<file path="config.mk">
export PLATFORM = sky130hd
export DESIGN_NAME = dma_channel_control_word
export DESIGN_NICKNAME = d
export VERILOG_FILES = /design/src/include/dma_ctl_pkg.sv /design/src/include/sram_port_if.sv /design/src/core/dma_channel_control_word.sv /design/src/core/sram_port_mux.sv
export SDC_FILE = /design/constraint.sdc
export NUM_CORES = 1
export LEC_CHECK = 0
export ABC_AREA = 0
export BUFFER_PORTS_ARGS = -buffer_cell sky130_fd_sc_hd__buf_2
export CAP_MARGIN = 20
export CORE_MARGIN = 5
export CORE_UTILIZATION = 53
export DETAILED_ROUTE_END_ITERATION = 10
export GPL_ROUTABILITY_DRIVEN = 0
export PLACE_DENSITY = 0.8
export SLEW_MARGIN = 25
export SYNTH_ARGS = -nofsm -noshare
export SYNTH_HDL_FRONTEND = slang
export SYNTH_SLANG_ARGS = --single-unit
</file>
<file path="constraint.sdc">
create_clock -name ref_clk -period 2.6 [get_ports ref_clk]
set_input_delay 0.52 -clock ref_clk [delete_from_list [all_inputs] [get_ports ref_clk]]
set_output_delay 0.52 -clock ref_clk [all_outputs]
set_load 0.005 [all_outputs]
</file>
<file path="src/include/dma_ctl_pkg.sv">
package dma_ctl_pkg;
    localparam int WORD_W = 32;
    localparam int MODE_LSB = 0;
    localparam int MODE_W = 3;
    localparam int BURST_BIT = 3;
    localparam int COUNT_LSB = 4;
    localparam int COUNT_W = 10;
    localparam int RPOW_LSB = 14;
    localparam int RPOW_W = 4;
    localparam int DSTSZ_LSB = 30;
    localparam int SRCSZ_LSB = 24;
    localparam int SIZE_W = 2;
    localparam logic [2:0] MODE_STOP = 3'h0;
    localparam logic [2:0] MODE_BASIC = 3'h1;
    localparam logic [2:0] MODE_AUTO = 3'h2;
    localparam logic [2:0] MODE_PINGPONG = 3'h3;
    localparam logic [31:0] WORD_RESET = 32'h00000000;
    localparam logic [10:0] COUNT_RESET = 11'h000;
endpackage

</file>
<file path="src/include/sram_port_if.sv">
interface sram_port_if;
    logic rdReq;
    logic wrReq;
    logic alt;
    logic [31:0] wrData;
    logic [31:0] rdData;
    logic ack;
    modport engine (output rdReq, wrReq, alt, wrData, input rdData, ack);
    modport port (input rdReq, wrReq, alt, wrData, output rdData, ack);
endinterface

</file>
<file path="src/core/dma_channel_control_word.sv">
module dma_channel_control_word (
    // Clock and reset
    input wire logic ref_clk,
    input wire logic sys_rst,
    // Channel control
    input wire logic chanEnable,
    input wire logic useAltStart,
    input wire logic chanRequest,
    input wire logic scatterGather,
    input wire logic grant,
    // Data mover
    output logic xferStrobe,
    output logic [1:0] xferSize,
    input wire logic xferDone,
    // Status
    output logic arbRequest,
    output logic cycleDone,
    output logic burstOnlySet,
    output logic busy,
    // SRAM pins
    output logic memRd,
    output logic memWr,
    output logic memAlt,
    output logic [31:0] memWrData,
    input wire logic [31:0] memRdData,
    input wire logic memAck
);
    typedef enum logic [2:0] {IDLE, FETCH, MOVE, WBACK, ARB} state_type;

    state_type state_q, state_d;
    logic [31:0] word_q;
    logic [10:0] left_q;
    logic [10:0] burstCnt_q;
    logic alt_q;
    logic pend_q;
    logic doneP_q;
    logic burstP_q;
    logic reqSync1_q, reqSync2_q, reqPrev_q;
    logic [31:0] wbWord;
    logic [2:0] fetchedMode, curMode;
    logic [10:0] burstLen, fetchedCount;
    logic freshReq, lastXfer, burstEnd;
    logic takeReq, cycleStart;
    logic resume_q;

    sram_port_if mem ();

    sram_port_mux i_sram_port_mux (
        .eng(mem.port),
        .memRd(memRd),
        .memWr(memWr),
        .memAlt(memAlt),
        .memWrData(memWrData),
        .memRdData(memRdData),
        .memAck(memAck)
    );

    function automatic logic [10:0] pow2(input logic [3:0] r);
        pow2 = (r > 4'hA) ? 11'h400 : (11'h001 << r);
    endfunction

    assign fetchedMode = mem.rdData[dma_ctl_pkg::MODE_LSB +: dma_ctl_pkg::MODE_W];
    assign fetchedCount = {1'b0, mem.rdData[dma_ctl_pkg::COUNT_LSB +: dma_ctl_pkg::COUNT_W]}
        + 11'h001;
    assign curMode = word_q[dma_ctl_pkg::MODE_LSB +: dma_ctl_pkg::MODE_W];
    assign burstLen = pow2(word_q[dma_ctl_pkg::RPOW_LSB +: dma_ctl_pkg::RPOW_W]);
    assign lastXfer = (left_q == 11'h001);
    assign burstEnd = lastXfer || (burstCnt_q == 11'h001);
    assign freshReq = reqSync2_q && !reqPrev_q;
    assign cycleStart = (state_q == IDLE) && (state_d == FETCH);
    assign takeReq = cycleStart || ((state_q == ARB) && (state_d == FETCH));

    // Write-back image: count, size fix, stop on completion
    always_comb
    begin
        wbWord = word_q;
        wbWord[dma_ctl_pkg::COUNT_LSB +: dma_ctl_pkg::COUNT_W] =
            (left_q == 11'h000) ? 10'h000 : 10'(left_q - 11'h001);
        wbWord[dma_ctl_pkg::DSTSZ_LSB +: dma_ctl_pkg::SIZE_W] =
            word_q[dma_ctl_pkg::SRCSZ_LSB +: dma_ctl_pkg::SIZE_W];
        if (left_q == 11'h000)
        begin
            wbWord[dma_ctl_pkg::MODE_LSB +: dma_ctl_pkg::MODE_W] = dma_ctl_pkg::MODE_STOP;
        end
    end

    assign mem.rdReq = (state_q == FETCH);
    assign mem.wrReq = (state_q == WBACK);
    assign mem.alt = alt_q;
    assign mem.wrData = wbWord;
    assign xferStrobe = (state_q == MOVE);
    assign xferSize = word_q[dma_ctl_pkg::SRCSZ_LSB +: dma_ctl_pkg::SIZE_W];
    assign arbRequest = (state_q == ARB);
    assign busy = (state_q != IDLE);
    assign cycleDone = doneP_q;
    assign burstOnlySet = burstP_q;

    always_comb
    begin
        state_d = state_q;
        case (state_q)
            IDLE:
                if (chanEnable && (pend_q || freshReq))
                begin
                    state_d = FETCH;
                end
            FETCH:
                if (mem.ack)
                begin
                    state_d = (fetchedMode == dma_ctl_pkg::MODE_STOP ||
                               fetchedMode > dma_ctl_pkg::MODE_PINGPONG) ? IDLE : MOVE;
                end
            MOVE:
                if (xferDone && burstEnd)
                begin
                    state_d = WBACK;
                end
            WBACK:
                if (mem.ack)
                begin
                    if (left_q == 11'h000)
                    begin
                        state_d = (curMode == dma_ctl_pkg::MODE_PINGPONG) ? FETCH : IDLE;
                    end
                    else
                    begin
                        state_d = ARB;
                    end
                end
            ARB:
                if (grant)
                begin
                    if (curMode == dma_ctl_pkg::MODE_AUTO)
                    begin
                        state_d = FETCH;
                    end
                    else if (pend_q || freshReq)
                    begin
                        state_d = FETCH;
                    end
                    else
                    begin
                        state_d = IDLE;
                    end
                end
            default:
                state_d = IDLE;
        endcase
        if (!chanEnable)
        begin
            state_d = IDLE;
        end
    end

    always_ff @(posedge ref_clk)
    begin
        if (sys_rst)
        begin
            reqSync1_q <= 1'b0;
            reqSync2_q <= 1'b0;
            reqPrev_q <= 1'b0;
        end
        else
        begin
            reqSync1_q <= chanRequest;
            reqSync2_q <= reqSync1_q;
            reqPrev_q <= reqSync2_q;
        end
    end

    always_ff @(posedge ref_clk)
    begin
        if (sys_rst)
        begin
            state_q <= IDLE;
            pend_q <= 1'b0;
            resume_q <= 1'b0;
        end
        else
        begin
            state_q <= state_d;
            // A request that starts a fetch is used up; a second one waits
            pend_q <= takeReq ? (pend_q && freshReq) : (pend_q || freshReq);
            // Cycle paused in IDLE after a grant with no request pending keeps its structure
            resume_q <= chanEnable &&
                ((state_q == ARB) ? (state_d == IDLE) : (resume_q && !cycleStart));
        end
    end

    always_ff @(posedge ref_clk)
    begin
        if (sys_rst)
        begin
            word_q <= dma_ctl_pkg::WORD_RESET;
            left_q <= dma_ctl_pkg::COUNT_RESET;
            burstCnt_q <= dma_ctl_pkg::COUNT_RESET;
            alt_q <= 1'b0;
        end
        else
        begin
            if (cycleStart && !resume_q)
            begin
                alt_q <= useAltStart;
            end
            if (state_q == FETCH && mem.ack)
            begin
                word_q <= mem.rdData;
                left_q <= fetchedCount;
                burstCnt_q <= pow2(mem.rdData[dma_ctl_pkg::RPOW_LSB +: dma_ctl_pkg::RPOW_W]);
            end
            if (state_q == MOVE && xferDone)
            begin
                left_q <= left_q - 11'h001;
                burstCnt_q <= burstCnt_q - 11'h001;
            end
            if (state_q == WBACK && mem.ack)
            begin
                word_q <= wbWord;
                burstCnt_q <= burstLen;
                if (left_q == 11'h000 && curMode == dma_ctl_pkg::MODE_PINGPONG)
                begin
                    alt_q <= !alt_q;
                end
            end
        end
    end

    always_ff @(posedge ref_clk)
    begin
        if (sys_rst)
        begin
            doneP_q <= 1'b0;
            burstP_q <= 1'b0;
        end
        else
        begin
            doneP_q <= (state_q == WBACK) && mem.ack && (left_q == 11'h000);
            burstP_q <= (state_q == WBACK) && mem.ack && (left_q == 11'h000) && alt_q &&
                scatterGather && word_q[dma_ctl_pkg::BURST_BIT];
        end
    end
endmodule

</file>
<file path="src/core/sram_port_mux.sv">
module sram_port_mux (
    // Engine side
    sram_port_if.port eng,
    // SRAM pins
    output logic memRd,
    output logic memWr,
    output logic memAlt,
    output logic [31:0] memWrData,
    input wire logic [31:0] memRdData,
    input wire logic memAck
);
    assign memRd = eng.rdReq;
    assign memWr = eng.wrReq;
    assign memAlt = eng.alt;
    assign memWrData = eng.wrData;
    assign eng.rdData = memRdData;
    assign eng.ack = memAck;
endmodule

</file>
# Word level (Yosys, flattened, before mapping)
# Index checks and enable logic that the tools add are counted.
[totals] register_bits=53 in_bits=41 output_inout_bits=42 word_cells=93
[classes] add_sub_neg=3 order_cmp=3 n_eq_ne=9 shift=2 mux=28 bitwise_logic=1 reduce_logical=34
[op_table] operator="two-way mux 11 bit" n=7
[op_table] operator="two-way mux 3 bit" n=10
[op_table] operator="equality test 11 x 1 -> 1 bit (second input constant)" n=2
[op_table] operator="left shift 1 x 4 -> 11 bit (first input constant)" n=2
[op_table] operator="subtractor 11 x 1 -> 11 bit (second input constant)" n=2
[op_table] operator="logical AND 1 bit" n=17
[op_table] operator="one-hot mux 3 bit (5 select lines)" n=1
[op_table] operator="equality test 3 x 2 -> 1 bit (second input constant)" n=4
[op_table] operator="adder 10 x 1 -> 11 bit (second input constant)" n=1
[op_table] operator="logical NOT 11 bit" n=1
[op_table] operator="two-way mux 10 bit" n=1
[op_table] operator="logical NOT 3 bit" n=3
[op_table] operator="> comparator 4 bit (second input constant)" n=2
[op_table] operator="two-way mux 1 bit" n=8
[op_table] operator="equality test 3 x 1 -> 1 bit (second input constant)" n=2
[op_table] operator="nonzero test 3 bit" n=2
[op_table] operator="logical NOT 1 bit" n=4
[op_table] operator="logical OR 1 bit" n=4
[op_table] operator="nonzero test 2 bit" n=2
[op_table] operator="equality test 3 bit (second input constant)" n=1
[op_table] operator="> comparator 3 x 2 -> 1 bit (second input constant)" n=1
[op_table] operator="two-way mux 2 bit" n=1
[op_table] operator="AND reduction 2 bit" n=1
[op_table] operator="NOT 1 bit" n=1

# Longest topological paths before layout
# Gate-level depths: netlist of run 1.
[depth] word_depth=14 mapped_depth=9 mapped_depth_nobuf=8

# Modules after synthesis
# A second synthesis of run 1 with hierarchy kept.
[hier_totals] hier_cells=482 hier_area_um2=3598.5
[by_module_without_submodules] module="dma_channel_control_word" instances=1 cells_each=414 area_per_inst_um2=3088.0 seq_area_each_um2=1061.0
[by_module_without_submodules] module="sram_port_mux" instances=1 cells_each=68 area_per_inst_um2=510.5 seq_area_each_um2=0.0

# Least setup slack after synthesis of run 1
# No wires, ideal clock.
[synth_timing] path_type="register to output" from="reg left_q[0]" to="out memWrData[10]" arrival_time_ns=1.710 t_required_ns=2.080 setup_slack_ns=0.370 stages_incl_launch_ff=8 n_path_buf=2 path_cell_list="dfxtp_1 > inv_1 > ha_1 > or3b_1 > buf_6 > nor3_4 > clkbuf_1 > nor2_1"
[synth_between] elab_chain_len=2 word_cells_on_any_way=3 classes_between="1 x add/sub; 1 x mux; 1 x reduce/logical"
[synth_lines] element="from (decl)" line_no="dma_channel_control_word.sv:32" rtl="logic [10:0] left_q;"
[synth_lines] element="from (signal assigned)" line_no="dma_channel_control_word.sv:195" rtl="left_q <= dma_ctl_pkg::COUNT_RESET;"
[synth_lines] element="from (signal assigned)" line_no="dma_channel_control_word.sv:208" rtl="left_q <= fetchedCount;"
[synth_lines] element="from (signal assigned)" line_no="dma_channel_control_word.sv:213" rtl="left_q <= left_q - 11'h001;"
[synth_lines] element="subtractor 11 x 1 -> 11 bit / logical NOT 11 bit (equally long branches)"
[synth_lines] element="two-way mux 10 bit *" line_no="dma_channel_control_word.sv:78" rtl="(left_q == 11'h000) ? 10'h000 : 10'(left_q - 11'h001);"
[synth_lines] element="to (decl)" line_no="dma_channel_control_word.sv:24" rtl="output logic [31:0] memWrData,"
# Every way passes the cells marked *; elsewhere a longest branch is shown, timed or not.

# Final worst setup path of run 1
# Same ends and word-level chain as after synthesis.

==> results of run 1 <==
==> power by group through the flow <==
stage	registers (mW)	clock network (mW)	logic, mW
3_5_place_dp	0.851	0	0.215
4_1_cts	0.833	0.595	0.219
3_3_place_gp	0.851	0	0.210
6_report	0.832	0.583	0.220
2_1_floorplan	0.848	0	0.128
5_1_grt	0.834	0.617	0.242
==> final timing paths <==
kind                                                 to  cells after the start                     from
worst max-delay path                      memWrData[10]                      7   left_q[0]$_SDFFE_PP0P_
worst min-delay path            word_q[25]$_SDFFE_PP0P_                      3            memRdData[25]
worst max register to register        pend_q$_SDFF_PP0_                      8   left_q[0]$_SDFFE_PP0P_
worst min register to register  word_q[28]$_SDFFE_PP0P_                      2  word_q[28]$_SDFFE_PP0P_
==> layout make-up <==
cell class	instances	share of cell area, %
tap	75	2.53
clock buffer	6	1.96
multi-input combinational	329	51.5
inverter	7	0.777
timing repair buffer	93	13.4
sequential	53	28.8
clock inverter	2	1.05
==> flip-flops by register name (all words and copies together), names as in the netlist <==
signal / cells
state_q: 3
resume_q: 1
word_q: 20
burstCnt_q: 11
reqSync2_q: 1
left_q: 11
cycleDone: 1
alt_q: 1
reqPrev_q: 1
burstOnlySet: 1
reqSync1_q: 1
pend_q: 1
==> metrics by stage <==
step                instance area (sq um)  total power [mW]  setup TNS [ps]  std cells  util (%)
finish                               3710              1.64               0        565      62.6
global route                         3710              1.69           -2.56        565      62.6
CTS                                  3690              1.65               0        564      62.4
detailed placement                   3560              1.07               0        555      60.1
global placement                     3560              1.06               0        555      60.1
floorplan                            3230             0.976               0        433         -
==> routing by layer <==
layer	share of wire [%]	track usage, %	vias to the layer above
met5	0	0	-
met1	43	28.1	1559
met2	49	37.2	118
li1	-	-	1617
met3	5.8	2.92	17
met4	1.5	6.46	0
==> cell usage in the layout (no fill, tap or decap), drive strengths merged, types with 2 or more instances in the layout <==
cell	netlist	layout
and4	2	2
buf	25	93
nand4	7	7
xnor2	8	8
inv	7	7
a311oi	5	5
or3	7	7
clkbuf	19	6
a221oi	5	5
a21oi	37	37
ha	5	5
o21ai	18	18
nand3	9	9
and3	4	4
a31oi	9	9
a22oi	4	4
nor2b	14	14
nor3	16	16
o32ai	3	3
dfxtp	53	53
and2	2	2
xor2	11	11
o22ai	3	3
nand4b	2	2
nor2	55	55
nand2b	7	7
nand3b	4	4
nand2	65	65
or2	2	2
nor4	4	4
or3b	2	2
==> worst max-delay path: cells and delay by family (launching register included) <==
family / cells / cell delay [ps]
simple gates: 3 / 870
flops: 1 / 380
buf+inv: 2 / 190
xor+xnor: 1 / 150
fa+ha+maj: 1 / 140
==> what timing repair did <==
| action | in CTS | in global routing |
|---|---|---|
| gates cloned | 0 | 0 |
| endpoints found under the setup margin | 12 | 1 |
| buffers inserted | 1 | 1 |
| hold buffers | 0 | 0 |
| gates resized for setup | 6 | 3 |
| pin swaps | 0 | 0 |
==> logic make-up (layout without fill, tap and decap cells) <==
logic type / count (synthesis) / count (layout)
buffers and inverters: 51 / 108
flip-flops: 53 / 53
adder cells (fa/ha/maj): 5 / 5
AO/OA/AOI/OAI: 97 / 97
XOR/XNOR: 19 / 19
AND/OR/NAND/NOR: 208 / 208
==> flow_summary.ini, run 1 <==
[synthesis]
synth_top_family_by_area = simple AND/OR/NAND/NOR gates
synth_ff_type = dfxtp_1
synth_largest_area_cell = dfxtp_1
netlist.area_leader.share_pct = 32.8
ys_seq_area_share_pct = 32.8
synth.most_common_cell = nand2_1
ys_async_sr_fraction_pct = 0
synth_seq_cells = 53
synth_adder_area_share_pct = 1.94
synthSimpleGateAreaFrac_pct = 32.5
synthTopCellsByCount = 65 x nand2_1, 55 x nor2_1, 53 x dfxtp_1
yosysWarnings = 0
ys_top_cells_by_area = dfxtp_1 33%, nand2_1 7.6%, nor2_1 6.4%
ys_types = 58
synth-compound-area-share_pct = 18.9
syn_area_sq_mm = 0.00323
synth_xor_area_share_pct = 5.15
syn-num-nets = 479
synth_edf_count = 0
synth_mux_area_share_pct = 0
syn_avg_cell_area_sq_um = 7.46
netlist_instances = 433

[floorplan]
initial_utilization_pct = 54.6
fp.dieH_microns = 88.1
std_cell_rows = 28
io_pins = 83
die_w_microns = 88.1
core_area_sq_mm = 0.00592
dieArea_sq_mm = 0.00776

[timing]
min_period_over_period_pct = 98.0
timing.slew.headroom_pct = 61.9
maxSlewViolCount = 0
setup_violations = 0
final_hold_viol_count = 0
worstMarginPinSlew_ps = 571
rsz0062_at_grt = yes
post-route-min-period_ps = 2550
setup_ws_ps = 52.9
holdWs_ps = 431
skew_ps = 9.13
fmax_mhz = 393

[drt]
num_vias = 3311
ant_nets = 0
post_drt_wl_per_cell_microns = 15.0
drtIter0Drc = 272
drt-total-wl_mm = 8.48
vias_per_cell = 5.86
drc = 0
drtPass1Iterations = 5

[worst_setup_path]
critical_path_peak_fanout = 6
cp.arrival_ps = 2030
crit_slowest_cell = or3b_4
cp-start-kind = flip-flop
crit_path_cell_trace = inv_4 > ha_4 > or3b_4 > or3_4 > xor2_1 > nor2_1 > buf_2
crit_type = reg2out
cp-end-kind = output port
max_stage_delay_ps = 430
cp.required_ps = 2080
regToRegSetupSlack_ps = 480

[power_and_ir_drop]
seqPwrFrac_pct = 50.9
power_density_mw_per_mm2 = 441
leakage_nw = 1.62
comb_power_share_pct = 13.5
p_sw_share_pct = 26.0
internal_power_mw = 1.21
p_sw_uw = 425
p_clk_share_pct = 35.7
ir_worst_vdd_v = 0.000235

[place]
hpwl_mm = 6.02
io_buffers = 80
post-place-ws_ps = 182

[clocking]
cts.sinks = 53
clk_pin_slew_ps = 100
clk_latency_ps = 310
cts_max_path_buffers = 2
cts-root-buf = clkbuf_8
htree_num_levels = 2
cts_tree = built
cts_buffers = 5

[grt]
grt_pass1_vias = 3027
antenna_found_initial = 0
grt_usage_pct = 21.6
grt_max_degree = 33
overflow = 0
grt_pass1_wl_mm = 13.7

[cells_and_area]
fillerInstances = 542
fin_nets = 535
area_growth_pct = 14.7
drive_above_1_share_pct = 23.9
diodes = 0
multi_input_area_sq_mm = 0.00191
regArea_sq_mm = 0.00107

[run_status]
status = finished clean

[run]
drv_cap = 0

[min_path]
hold_class = in2reg
(Power assumes the default switching activity.)
==> run 2, diff against run 1 <==
clock period = 2.4 ns   (was 2.6 ns; I/O delays follow)
==> flow_summary.ini, run 2 (synthesized netlist as in run 1, its figures left out) <==
[floorplan]
die_w_microns = 88.1
initial_utilization_pct = 54.6
core_area_sq_mm = 0.00592
std_cell_rows = 28
fp.dieH_microns = 88.1
io_pins = 83
dieArea_sq_mm = 0.00776

[power_and_ir_drop]
total_power_mw = 1.80
power_density_mw_per_mm2 = 475
ir_worst_vdd_v = 0.000387
leakage_nw = 1.68

[clocking]
cts.sinks = 53
cts_max_path_buffers = 2
clk_pin_slew_ps = 110
clk_latency_ps = 310
htree_num_levels = 2
cts_tree = built
cts_buffers = 5
cts-root-buf = clkbuf_8

[timing]
final_hold_viol_count = 0
post-route-min-period_ps = 2500
setup_violations = 11
timing.slew.headroom_pct = 58.3
fmax_mhz = 400
skew_ps = 12.2
worstMarginPinSlew_ps = 625
min_period_over_period_pct = 104
setup_ws_ps = -99.9
rsz0062_at_grt = yes
maxSlewViolCount = 0

[min_path]
hold_class = in2reg
hp-start = chanRequest

[place]
hpwl_mm = 6.13
dpl.cell_count = 559
io_buffers = 80
placed_area_sq_mm = 0.00359

[drt]
vias_per_cell = 5.80
drtPass1Iterations = 6
num_vias = 3339
ant_nets = 0
drtIter0Drc = 273
post_drt_wl_per_cell_microns = 14.9
drt-total-wl_mm = 8.58
drc = 0

[cells_and_area]
reg_top3 = word_q: 20 flops, burstCnt_q: 11 flops, left_q: 11 flops
fin_area_sq_mm = 0.00380
final_cells = 576
top_register = word_q
fin_nets = 546
final_common_cell = buf_2
diodes = 0
area_growth_pct = 17.7
layout_common_cells = 80 x buf_2, 65 x nand2_1, 55 x nor2_1
drive_above_1_share_pct = 26.1
largest_reg_flops = 20

[worst_setup_path]
crit_type = reg2out
r2r-start = left_q[1]$_SDFFE_PP0P_
cp-end-kind = output port
crit_start = left_q[1]$_SDFFE_PP0P_
critical_path_peak_fanout = 5
cp.required_ps = 1920
cp-start-kind = flip-flop
cp.arrival_ps = 2020

[grt]
grt_pass1_wl_mm = 13.8
grt_max_degree = 34
grt_usage_pct = 21.6
overflow = 0
use_met3_pct = 3.20
gr-usage-met2_pct = 38.3
grt_pass1_vias = 3046
antenna_found_initial = 0
top_usage_layer = met2
grt_use_met1_pct = 27.7

[run_status]
status = finished, violations left
violations = negative setup slack

[run]
drv_cap = 0
run 2: layout make-up:
| type | count | area [sq um] |
|---|---|---|
| clock inverters | 3 | 47.5 |
| clock buffers | 5 | 68.8 |
| fillers | 508 | 2120 |
| inverters | 7 | 26.3 |
| well taps | 75 | 93.8 |
| flip-flops and latches | 53 | 1060 |
| repair buffers | 104 | 588 |
| multi-input cells | 329 | 1910 |
run 2: final timing paths:
check / end / slack, ps / cells past startpoint
max: memWrData[10] / -100 / 7
max reg2reg: pend_q$_SDFF_PP0_ / 120 / 10
min reg2reg: word_q[26]$_SDFFE_PP0P_ / 460 / 2
min: reqSync1_q$_SDFF_PP0_ / 370 / 2
run 2: power by group:
group	switching, mW	internal (mW)
sequential	0.0117	0.891
combinational	0.134	0.117
clock	0.332	0.319
run 2: worst max-delay path, cell delays in order, from the launching register on:
cell and delay [ps]:
dfxtp_2 350, inv_2 70, ha_4 130, or3b_4 400
or3_4 390, xor2_1 150, nor2_1 90, buf_2 110
run 2: metrics by stage:
step           utilization, %  hold WS, ps  setup WS, ps  TNS (ps)
6_report                 64.2          373         -99.9      -523
5_1_grt                  64.2          390          -151     -1150
4_1_cts                  64.0          367         -75.1     -75.1
3_5_place_dp             60.6          443           124         0
3_3_place_gp             60.6          415           116         0
2_1_floorplan               -          414           210         0
run 2: what timing repair did:
action	4_1_cts	5_1_grt
resized for setup	10	1
endpoints found under the setup margin	12	12
hold buffers	0	0
endpoints found under the hold margin	0	0
pin swaps	3	1
setup buffers	8	1
run 2: routing by layer:
| metal | up-vias | share of wire, % |
|---|---|---|
| li1 | 1635 | - |
| met1 | 1567 | 42 |
| met2 | 124 | 50 |
| met3 | 13 | 6.6 |
| met4 | 0 | 1.3 |
| met5 | - | 0 |
